`src/pkg/frt_timer_pkg.sv`:
```
// Constants shared by the timer and capture block
package frt_timer_pkg;

   // ==========================================================
   // Timing
   localparam int unsigned CLK_PERIOD_NS = 5;
   localparam int unsigned US_NS = 1000;
   localparam int unsigned US_DIV_CYCLES = US_NS / CLK_PERIOD_NS;
   localparam int unsigned TICK_PERIOD_US = 1024;
   localparam int unsigned TICK_BITS = $clog2(TICK_PERIOD_US);

   // ==========================================================
   // Widths
   localparam int unsigned FREE_W = 16;
   localparam int unsigned PIT_W = 12;
   localparam int unsigned CAP_W = 8;
   localparam int unsigned NUM_CAP = 2;
   localparam int unsigned ADDR_W = 8;
   localparam int unsigned NUM_EVT = 5;

   // ==========================================================
   // Register byte offsets
   localparam logic [ADDR_W-1:0] OFS_CTRL = 8'h00;
   localparam logic [ADDR_W-1:0] OFS_FREE_COUNT = 8'h04;
   localparam logic [ADDR_W-1:0] OFS_PIT_RELOAD = 8'h08;
   localparam logic [ADDR_W-1:0] OFS_PIT_COUNT = 8'h0C;
   localparam logic [ADDR_W-1:0] OFS_STATUS = 8'h10;
   localparam logic [ADDR_W-1:0] OFS_MASK = 8'h14;
   localparam logic [ADDR_W-1:0] OFS_CAP_A_RISE = 8'h18;
   localparam logic [ADDR_W-1:0] OFS_CAP_A_FALL = 8'h1C;
   localparam logic [ADDR_W-1:0] OFS_CAP_B_RISE = 8'h20;
   localparam logic [ADDR_W-1:0] OFS_CAP_B_FALL = 8'h24;

   // ==========================================================
   // Control field positions
   localparam int unsigned CTRL_PIT_EN = 0;
   localparam int unsigned CTRL_GANG = 1;
   localparam int unsigned CTRL_SHIFT_LO = 4;
   localparam int unsigned CTRL_SHIFT_W = 4;
   localparam int unsigned CTRL_EDGE_LO = 8;
   localparam int unsigned CTRL_W = 12;

   // ==========================================================
   // Status bit positions
   localparam int unsigned EVT_TICK = 0;
   localparam int unsigned EVT_WRAP = 1;
   localparam int unsigned EVT_PIT = 2;
   localparam int unsigned EVT_CAP_A = 3;
   localparam int unsigned EVT_CAP_B = 4;

   // ==========================================================
   // Reset values and bus answers
   localparam logic [CTRL_W-1:0] CTRL_RESET = 12'h000;
   localparam logic [PIT_W-1:0] PIT_RELOAD_RESET = 12'h3E7;
   localparam logic [NUM_EVT-1:0] MASK_RESET = 5'h00;
   localparam logic [1:0] RESP_OKAY = 2'h0;
   localparam logic [1:0] RESP_SLVERR = 2'h2;

endpackage : frt_timer_pkg

```
`src/verilog/capture_channel.sv`:
```
// One capture channel: edge detection and rising/falling capture registers
`timescale 1ns/100ps

module capture_channel
   import frt_timer_pkg::*;
(
   // Clock and reset
   input wire logic aclk,
   input wire logic aresetn,
   // Pin and configuration
   input wire logic pin,
   input wire logic en_rise,
   input wire logic en_fall,
   input wire logic [CAP_W-1:0] value,
   // Results
   output logic [CAP_W-1:0] cap_rise,
   output logic [CAP_W-1:0] cap_fall,
   output logic ev_rise,
   output logic ev_fall
);

   logic pin_prev;

   // ==========================================================
   // Edge detection
   always_ff @(posedge aclk)
   begin
      if (!aresetn)
         pin_prev <= 1'b0;
      else
         pin_prev <= pin;
   end

   assign ev_rise = en_rise && pin && !pin_prev;
   assign ev_fall = en_fall && !pin && pin_prev;

   // ==========================================================
   // Separate rising and falling capture, held until the next edge
   always_ff @(posedge aclk)
   begin
      if (!aresetn)
      begin
         cap_rise <= '0;
         cap_fall <= '0;
      end
      else
      begin
         if (ev_rise)
            cap_rise <= value;
         if (ev_fall)
            cap_fall <= value;
      end
   end

endmodule : capture_channel

```
`src/verilog/free_running_timer_capture.sv`:
```
// Free-running timer, interval timer and capture channels behind AXI4-Lite
`timescale 1ns/100ps

module free_running_timer_capture
   import frt_timer_pkg::*;
#(
   parameter int unsigned US_DIV = US_DIV_CYCLES
)
(
   // Clock and reset
   input wire logic aclk,
   input wire logic aresetn,
   // AXI4-Lite write address and data
   input wire logic [ADDR_W-1:0] awaddr,
   input wire logic awvalid,
   output logic awready,
   input wire logic [31:0] wdata,
   input wire logic [3:0] wstrb,
   input wire logic wvalid,
   output logic wready,
   // AXI4-Lite write response
   output logic [1:0] bresp,
   output logic bvalid,
   input wire logic bready,
   // AXI4-Lite read
   input wire logic [ADDR_W-1:0] araddr,
   input wire logic arvalid,
   output logic arready,
   output logic [31:0] rdata,
   output logic [1:0] rresp,
   output logic rvalid,
   input wire logic rready,
   // Capture pins
   input wire logic capture_pin_a,
   input wire logic capture_pin_b,
   // Event outputs
   output logic tick_out,
   output logic [NUM_EVT-1:0] irq_lines
);

   // ==========================================================
   // Helpers
   function automatic logic [31:0] merge_strb(input logic [31:0] old_v,
                                              input logic [31:0] new_v,
                                              input logic [3:0] strb);
      logic [31:0] res;
      res = old_v;
      for (int i = 0; i < 4; i++)
         if (strb[i])
            res[8*i +: 8] = new_v[8*i +: 8];
      return res;
   endfunction : merge_strb

   function automatic logic [CAP_W-1:0] slice_of(input logic [FREE_W-1:0] cnt,
                                                 input logic [CTRL_SHIFT_W-1:0] sh);
      logic [FREE_W-1:0] shifted;
      shifted = cnt >> sh;
      return shifted[CAP_W-1:0];
   endfunction : slice_of

   // ==========================================================
   // Declarations
   logic [15:0] us_cnt;
   logic us_pulse;
   logic [FREE_W-1:0] free_count;
   logic [PIT_W-1:0] pit_count;
   logic [PIT_W-1:0] pit_reload;
   logic [CTRL_W-1:0] ctrl;
   logic [NUM_EVT-1:0] status;
   logic [NUM_EVT-1:0] mask;
   logic [NUM_EVT-1:0] events;
   logic [NUM_EVT-1:0] w1c;
   logic tick_evt;
   logic wrap_evt;
   logic pit_evt;
   logic gang;
   logic [CTRL_SHIFT_W-1:0] shift;
   logic [NUM_CAP-1:0] ch_pin;
   logic [NUM_CAP-1:0] ch_en_rise;
   logic [NUM_CAP-1:0] ch_en_fall;
   logic [NUM_CAP-1:0] ev_rise;
   logic [NUM_CAP-1:0] ev_fall;
   logic [CAP_W-1:0] ch_value [NUM_CAP];
   logic [CAP_W-1:0] cap_rise [NUM_CAP];
   logic [CAP_W-1:0] cap_fall [NUM_CAP];
   logic aw_held;
   logic w_held;
   logic [ADDR_W-1:0] aw_addr_q;
   logic [31:0] w_data_q;
   logic [3:0] w_strb_q;
   logic do_write;
   logic [31:0] next_rdata;
   logic next_rerr;

   // ==========================================================
   // Microsecond prescaler and free-running counter
   always_ff @(posedge aclk)
   begin
      if (!aresetn)
         us_cnt <= '0;
      else if (us_pulse)
         us_cnt <= '0;
      else
         us_cnt <= us_cnt + 16'h0001;
   end

   assign us_pulse = (us_cnt == 16'(US_DIV - 1));

   always_ff @(posedge aclk)
   begin
      if (!aresetn)
         free_count <= '0;
      else if (us_pulse)
         free_count <= free_count + 16'h0001;
   end

   assign tick_evt = us_pulse && (free_count[TICK_BITS-1:0] == '1);
   assign wrap_evt = us_pulse && (free_count == '1);

   always_ff @(posedge aclk)
   begin
      if (!aresetn)
         tick_out <= 1'b0;
      else
         tick_out <= tick_evt;
   end

   // ==========================================================
   // Programmable interval timer, period of reload plus one microseconds
   assign pit_evt = us_pulse && ctrl[CTRL_PIT_EN] && (pit_count == '0);

   always_ff @(posedge aclk)
   begin
      if (!aresetn)
         pit_count <= PIT_RELOAD_RESET;
      else if (!ctrl[CTRL_PIT_EN])
         pit_count <= pit_reload;
      else if (pit_evt)
         pit_count <= pit_reload;
      else if (us_pulse)
         pit_count <= pit_count - 12'h001;
   end

   // ==========================================================
   // Capture channels
   assign gang = ctrl[CTRL_GANG];
   assign shift = ctrl[CTRL_SHIFT_LO +: CTRL_SHIFT_W];
   assign ch_pin[0] = capture_pin_a;
   assign ch_pin[1] = gang ? capture_pin_a : capture_pin_b;

   generate
      for (genvar c = 0; c < NUM_CAP; c++)
      begin : g_cap
         localparam int unsigned SRC = (c == 0) ? 0 : 1;
         assign ch_en_rise[c] = ctrl[CTRL_EDGE_LO + 2*(gang ? 0 : SRC)];
         assign ch_en_fall[c] = ctrl[CTRL_EDGE_LO + 2*(gang ? 0 : SRC) + 1];
         assign ch_value[c] = gang ? free_count[CAP_W*c +: CAP_W]
                                   : slice_of(free_count, shift);
         capture_channel u_chan
         (
            .aclk(aclk),
            .aresetn(aresetn),
            .pin(ch_pin[c]),
            .en_rise(ch_en_rise[c]),
            .en_fall(ch_en_fall[c]),
            .value(ch_value[c]),
            .cap_rise(cap_rise[c]),
            .cap_fall(cap_fall[c]),
            .ev_rise(ev_rise[c]),
            .ev_fall(ev_fall[c])
         );
      end
   endgenerate

   // ==========================================================
   // Sticky status, write one to clear, set wins over clear
   assign events[EVT_TICK] = tick_evt;
   assign events[EVT_WRAP] = wrap_evt;
   assign events[EVT_PIT] = pit_evt;
   assign events[EVT_CAP_A] = ev_rise[0] || ev_fall[0];
   assign events[EVT_CAP_B] = !gang && (ev_rise[1] || ev_fall[1]);
   assign w1c = (do_write && aw_addr_q == OFS_STATUS && w_strb_q[0])
                ? w_data_q[NUM_EVT-1:0] : '0;

   always_ff @(posedge aclk)
   begin
      if (!aresetn)
         status <= '0;
      else
         status <= (status & ~w1c) | events;
   end

   always_ff @(posedge aclk)
   begin
      if (!aresetn)
         irq_lines <= '0;
      else
         irq_lines <= status & mask;
   end

   // ==========================================================
   // Software-written registers
   always_ff @(posedge aclk)
   begin
      if (!aresetn)
      begin
         ctrl <= CTRL_RESET;
         pit_reload <= PIT_RELOAD_RESET;
         mask <= MASK_RESET;
      end
      else if (do_write)
      begin
         case (aw_addr_q)
            OFS_CTRL:
               ctrl <= CTRL_W'(merge_strb(32'(ctrl), w_data_q, w_strb_q));
            OFS_PIT_RELOAD:
               pit_reload <= PIT_W'(merge_strb(32'(pit_reload), w_data_q, w_strb_q));
            OFS_MASK:
               mask <= NUM_EVT'(merge_strb(32'(mask), w_data_q, w_strb_q));
            default:
               ;
         endcase
      end
   end

   // ==========================================================
   // AXI4-Lite write channels
   assign do_write = aw_held && w_held && !bvalid;

   always_ff @(posedge aclk)
   begin
      if (!aresetn)
      begin
         aw_held <= 1'b0;
         awready <= 1'b0;
         aw_addr_q <= '0;
      end
      else if (awvalid && awready)
      begin
         aw_held <= 1'b1;
         awready <= 1'b0;
         aw_addr_q <= awaddr;
      end
      else
      begin
         if (do_write)
            aw_held <= 1'b0;
         awready <= !aw_held && !bvalid;
      end
   end

   always_ff @(posedge aclk)
   begin
      if (!aresetn)
      begin
         w_held <= 1'b0;
         wready <= 1'b0;
         w_data_q <= '0;
         w_strb_q <= '0;
      end
      else if (wvalid && wready)
      begin
         w_held <= 1'b1;
         wready <= 1'b0;
         w_data_q <= wdata;
         w_strb_q <= wstrb;
      end
      else
      begin
         if (do_write)
            w_held <= 1'b0;
         wready <= !w_held && !bvalid;
      end
   end

   always_ff @(posedge aclk)
   begin
      if (!aresetn)
      begin
         bvalid <= 1'b0;
         bresp <= RESP_OKAY;
      end
      else if (do_write)
      begin
         bvalid <= 1'b1;
         bresp <= (aw_addr_q == OFS_CTRL || aw_addr_q == OFS_PIT_RELOAD ||
                   aw_addr_q == OFS_STATUS || aw_addr_q == OFS_MASK)
                  ? RESP_OKAY : RESP_SLVERR;
      end
      else if (bready)
         bvalid <= 1'b0;
   end

   // ==========================================================
   // AXI4-Lite read channel, reads have no side effect
   always_comb
   begin
      next_rdata = 32'h0000_0000;
      next_rerr = 1'b0;
      case (araddr)
         OFS_CTRL: next_rdata = 32'(ctrl);
         OFS_FREE_COUNT: next_rdata = 32'(free_count);
         OFS_PIT_RELOAD: next_rdata = 32'(pit_reload);
         OFS_PIT_COUNT: next_rdata = 32'(pit_count);
         OFS_STATUS: next_rdata = 32'(status);
         OFS_MASK: next_rdata = 32'(mask);
         OFS_CAP_A_RISE: next_rdata = 32'(cap_rise[0]);
         OFS_CAP_A_FALL: next_rdata = 32'(cap_fall[0]);
         OFS_CAP_B_RISE: next_rdata = 32'(cap_rise[1]);
         OFS_CAP_B_FALL: next_rdata = 32'(cap_fall[1]);
         default: next_rerr = 1'b1;
      endcase
   end

   always_ff @(posedge aclk)
   begin
      if (!aresetn)
      begin
         arready <= 1'b0;
         rvalid <= 1'b0;
         rdata <= '0;
         rresp <= RESP_OKAY;
      end
      else if (arvalid && arready)
      begin
         arready <= 1'b0;
         rvalid <= 1'b1;
         rdata <= next_rdata;
         rresp <= next_rerr ? RESP_SLVERR : RESP_OKAY;
      end
      else
      begin
         if (rvalid && rready)
            rvalid <= 1'b0;
         arready <= !rvalid;
      end
   end

   // ==========================================================
   // Checks
   a_free_advance: assert property (@(posedge aclk) disable iff (!aresetn)
      us_pulse |=> free_count == $past(free_count) + 16'h0001)
      else $error("free counter did not advance");
   a_tick_flag: assert property (@(posedge aclk) disable iff (!aresetn)
      tick_evt |=> status[EVT_TICK] && tick_out && free_count[TICK_BITS-1:0] == '0)
      else $error("tick not flagged at 1024 us boundary");
   a_wrap_flag: assert property (@(posedge aclk) disable iff (!aresetn)
      (us_pulse && free_count == 16'hFFFF) |=> free_count == '0 && status[EVT_WRAP])
      else $error("wrap not flagged");
   a_pit_expire: assert property (@(posedge aclk) disable iff (!aresetn)
      pit_evt |=> status[EVT_PIT] && pit_count == $past(pit_reload))
      else $error("interval expiry mishandled");
   a_cap_slice: assert property (@(posedge aclk) disable iff (!aresetn)
      (ev_rise[0] && !gang) |=> cap_rise[0] == slice_of($past(free_count), $past(shift)))
      else $error("capture slice wrong");
   a_fall_separate: assert property (@(posedge aclk) disable iff (!aresetn)
      (ev_fall[0] && !ev_rise[0]) |=> $stable(cap_rise[0]))
      else $error("falling edge disturbed rising capture");
   a_gang_full: assert property (@(posedge aclk) disable iff (!aresetn)
      (gang && ev_rise[0]) |=> {cap_rise[1], cap_rise[0]} == $past(free_count))
      else $error("ganged capture wrong");
   a_cap_flag: assert property (@(posedge aclk) disable iff (!aresetn)
      (ev_rise[0] || ev_fall[0]) |=> status[EVT_CAP_A] ##1 irq_lines[EVT_CAP_A] == mask[EVT_CAP_A])
      else $error("capture flag missing");
   a_cap_hold: assert property (@(posedge aclk) disable iff (!aresetn)
      !ev_rise[1] |=> $stable(cap_rise[1]))
      else $error("capture changed without edge");
   c_gang_capture: cover property (@(posedge aclk) disable iff (!aresetn) gang && ev_rise[0]);
   c_pit_expiry: cover property (@(posedge aclk) disable iff (!aresetn) pit_evt);
   c_fall_b: cover property (@(posedge aclk) disable iff (!aresetn) ev_fall[1] && !gang);
   c_clear_race: cover property (@(posedge aclk) disable iff (!aresetn) (|(w1c & events)));

endmodule : free_running_timer_capture
```
`config.mk`:
```
export PLATFORM = sky130hd
export DESIGN_NAME = free_running_timer_capture
export DESIGN_NICKNAME = d
export VERILOG_FILES = /design/src/pkg/frt_timer_pkg.sv /design/src/verilog/capture_channel.sv /design/src/verilog/free_running_timer_capture.sv
export SDC_FILE = /design/constraint.sdc
export NUM_CORES = 1
export LEC_CHECK = 0
export ABC_AREA = 1
export BUFFER_PORTS_ARGS = -buffer_cell sky130_fd_sc_hd__buf_4
export CORE_AREA = 2 2 128 130
export DETAILED_ROUTE_END_ITERATION = 10
export DIE_AREA = 0 0 130 132
export GPL_ROUTABILITY_DRIVEN = 0
export PLACE_DENSITY = 0.84
export SLEW_MARGIN = 20
export SYNTH_ARGS = -nofsm -noshare
export SYNTH_HDL_FRONTEND = slang
export SYNTH_SLANG_ARGS = --single-unit
```
`constraint.sdc`:
```
create_clock -name aclk -period 2.1 [get_ports aclk]
set_input_delay 0.315 -clock aclk [delete_from_list [all_inputs] [get_ports aclk]]
set_output_delay 0.315 -clock aclk [all_outputs]
set_load 0.1 [all_outputs]
```
==> flow_summary.yaml <==
yosys:
  synth_flop_cell: "dfxtp_1"
  netlist_area_um2: 8820
  postSynth.asyncResetShare_pct: 0
  yosys.cell_types.count: 44
  synth_edf_count: 0
  synth.ff_latch_count: 165
  yosysWarningCount: 0
  synthDominantCellAreaShare_pct: 37.4
  postSynthCellCount: 1348
  synthesis.area_per_instance_um2: 6.54
  synth_largest_area_cell: "dfxtp_1"
  ys_seq_area_share_pct: 37.4
  ys_top_cells_by_area: "dfxtp_1 (37%), nand2_1 (15%), nand3_1 (7.2%)"
timing:
  finalHoldViolCount: 0
  finalSetupViolations: 0
  maxSlewViolCount: 0
  unrepaired_setup_endpoints_after_global_routing: "false"
  slew-limit-headroom_pct: 56.8
  fmaxAchievable_ghz: 0.519
  worstMarginPinSlew_ns: 0.648
  final_period_minus_worst_setup_slack_ns: 1.93
  final_min_period_over_clock_period_pct: 91.7
  finClkSkew_ns: 0.00918
  setup_total_negative_slack_ns: 0
  fin_hold_ws_ns: 0.128
die:
  core_region_area_um2: 15700
  num_rows: 46
  total_die_area_um2: 17200
  floorplan.initialDensity_pct: 56.1
  num_io_pins: 108
  floorplan.die.height_um: 132
  chipWidth_um: 130
clocking:
  clock_tree.htree_level_count: 4
  clock_tree_from_tritoncts: "done"
  numClockSinks: 165
  clk_latency_ns: 0.43
  cts.root.buffer_cell: "clkbuf_16"
  clk_path_buf_depth: 2
  cts_repair_resize_count: 0
  cts_made_buffers: 17
  cts_post_setup_buffers_inserted: 0
  clk_pin_slew_worst_paths_ns: 0.07
  holdBufCountCts: 0
power_and_ir_drop:
  power.share.combinational_pct: 7.6
  switching_power_mw: 1.88
  vdd_ir_drop_max_uv: 839
  clock_power_share_pct: 47.2
  cell_internal_pwr_mw: 5.24
  leakagePower_nw: 4.49
  fraction_of_power_consumed_by_sequential_logic_pct: 45.1
  power.switching_fraction_pct: 26.4
  power_per_unit_of_standard_cell_area_nw_per_um2: 706
setup_path:
  critPathArrivalTime_ns: 2.30
  crit_path_cell_trace: "inv_1, nand2_1, nand2_1, inv_1, nand3_1, inv_1, nor2_1, nor2_1, nand2_1, inv_1"
  timing.critical_path.required_ns: 2.48
  crit_type: "register to register"
  critPathBufInv: 4
  critPathMostFrequentCell: "inv_1"
  timing.critical_path.to_type: "register"
  critical_path_peak_fanout: 14
  cp_top_family: "buffers and inverters"
  critical-path-max-stage-delay_ns: 0.44
  cp-start-kind: "register"
  crit_slowest_cell: "dfxtp_1"
  reg2reg_setup_slack_ns: 0.17
routing:
  detail_route.vias_per_cell: 5.55
  route.final.wire_length_um: 24900
  detail_route.wl_per_cell_um: 15.2
  drt_first_iter_violations: 940
  vias: 9097
  antenna_left: 0
  drc: 0
  detail_route.first_pass.iterations: 8
global_route:
  vias_in_the_first_global_route: 8142
  first_pass_grt_wire_length_um: 39200
  gr-total-overflow: 0
  grt_start_max_net_pins: 77
  grt_antenna_before_repair: 0
  globalRouteTotalUtil_pct: 28.7
place:
  place.detailed.hpwl_um: 17800
  io_buffers: 67
hold_path:
  min_path_type: "input pin to register"
final_layout:
  area_growth_pct: 14.4
  antenna_cells_inserted: 0
  fraction_of_layout_instances_using_a_drive_strength_above_1_pct: 12.6
  layout.nets: 1475
status:
  run_status: "finished clean"
flow_run:
  timing.max_cap.violations: 0
path summary, 6_finish.rpt:
path,from,to,cells past startpoint
worst max-delay path,ctrl[1],g_cap[1].u_chan.cap_fall[2],10
worst min-delay path,bready,bvalid,4
worst max register to register,ctrl[1],g_cap[1].u_chan.cap_fall[2],10
worst min register to register,mask[0],irq_lines[0],2
logic make-up after synthesis:
group | Yosys count | share of synthesized area, %
other cells | 1 | 0.0425
xor+xnor | 12 | 1.19
buf+inv | 236 | 11.9
simple gates | 711 | 35.3
compound gates | 219 | 13.5
fa+ha+maj | 4 | 0.567
flops | 165 | 37.4
stage by stage:
step	power [mW]	cells	instance area (um^2)	worst slack [ns]	utilization, %
floorplan	3.70	1365	8890	0.199	-
global placement	3.81	1607	9450	0.285	60.2
detailed placement	3.82	1607	9450	0.233	60.2
CTS	7.13	1639	10100	0.134	64.2
global route	7.31	1639	10100	0.0441	64.2
finish	7.13	1639	10100	0.174	64.2
layer usage:
metal | part of all wire [%] | global-route usage (%) | up-vias
li1 | - | - | 4404
met4 | 4.3 | 13.8 | 0
met1 | 40 | 35.6 | 4149
met5 | 0 | 0 | -
met3 | 8.0 | 5.52 | 88
met2 | 48 | 47.6 | 456
layout by cell type, fill, tap and decap left out, drive strengths merged:
cell	netlist	final
buf	46	90
ha	4	4
o41ai	1	1
nand3	132	132
inv	169	177
o31ai	1	1
conb	1	18
o21bai	2	2
a21oi	85	85
dfxtp	165	165
nor2	165	165
nand3b	7	7
o21ai	98	98
nor3b	1	1
nor3	17	17
a31oi	3	3
clkinv	3	6
nor4	3	3
clkinvlp	0	1
clkbuf	18	17
nand2	370	370
bufinv	0	3
nand4	16	16
o22ai	14	14
o211ai	15	15
xor2	12	12
power by group through the flow:
stage,Sequential [mW],Clock (mW),Combinational [mW]
after floorplan,3.34,0,0.358
after global routing,3.22,3.51,0.578
after CTS,3.21,3.37,0.540
after detailed placement,3.29,0,0.536
after global placement,3.28,0,0.529
final,3.22,3.37,0.544
worst register-to-register path: cells and delay by family (launching register included):
kind	cells	cell delay, ns
buffers and inverters	4	0.77
and+or+nand+nor	6	0.65
DFF	1	0.44
registers in the layout, summed over array words and instances (netlist names), 2 cells and up:
name / flops
irq_lines: 5
us_cnt: 16
w_data_q: 12
mask: 5
g_cap.u_chan.pin_prev: 2
ctrl: 12
pit_count: 12
pit_reload: 12
aw_addr_q: 8
w_strb_q: 2
status: 5
rdata: 16
free_count: 16
g_cap.u_chan.cap_rise: 16
g_cap.u_chan.cap_fall: 16
final cells by class:
class	count	area (um^2)
fillers	1343	5620
flip-flops and latches	165	3300
clock inverters	15	211
well taps	216	270
clock buffers	17	425
repair buffers	90	701
multi-input cells	964	4530
inverters	172	649
cell usage after synthesis (4+ instances only):
| cell | n |
|---|---|
| inv_1 | 161 |
| nand2_4 | 5 |
| ha_1 | 4 |
| o211ai_1 | 13 |
| nand3_2 | 5 |
| dfxtp_1 | 165 |
| o21ai_1 | 4 |
| nor2_2 | 14 |
| nand2_2 | 12 |
| a21oi_1 | 84 |
| buf_4 | 27 |
| nor2_1 | 148 |
| nand2_1 | 353 |
| nand3_1 | 127 |
| buf_1 | 4 |
| o21ai_0 | 92 |
| xor2_1 | 12 |
| nand4_1 | 16 |
| nor3_1 | 13 |
| o22ai_1 | 14 |
| buf_2 | 11 |
| inv_2 | 7 |
| nand3b_1 | 7 |
| clkbuf_1 | 17 |
Note: power is estimated with default switching activity, not from simulation.
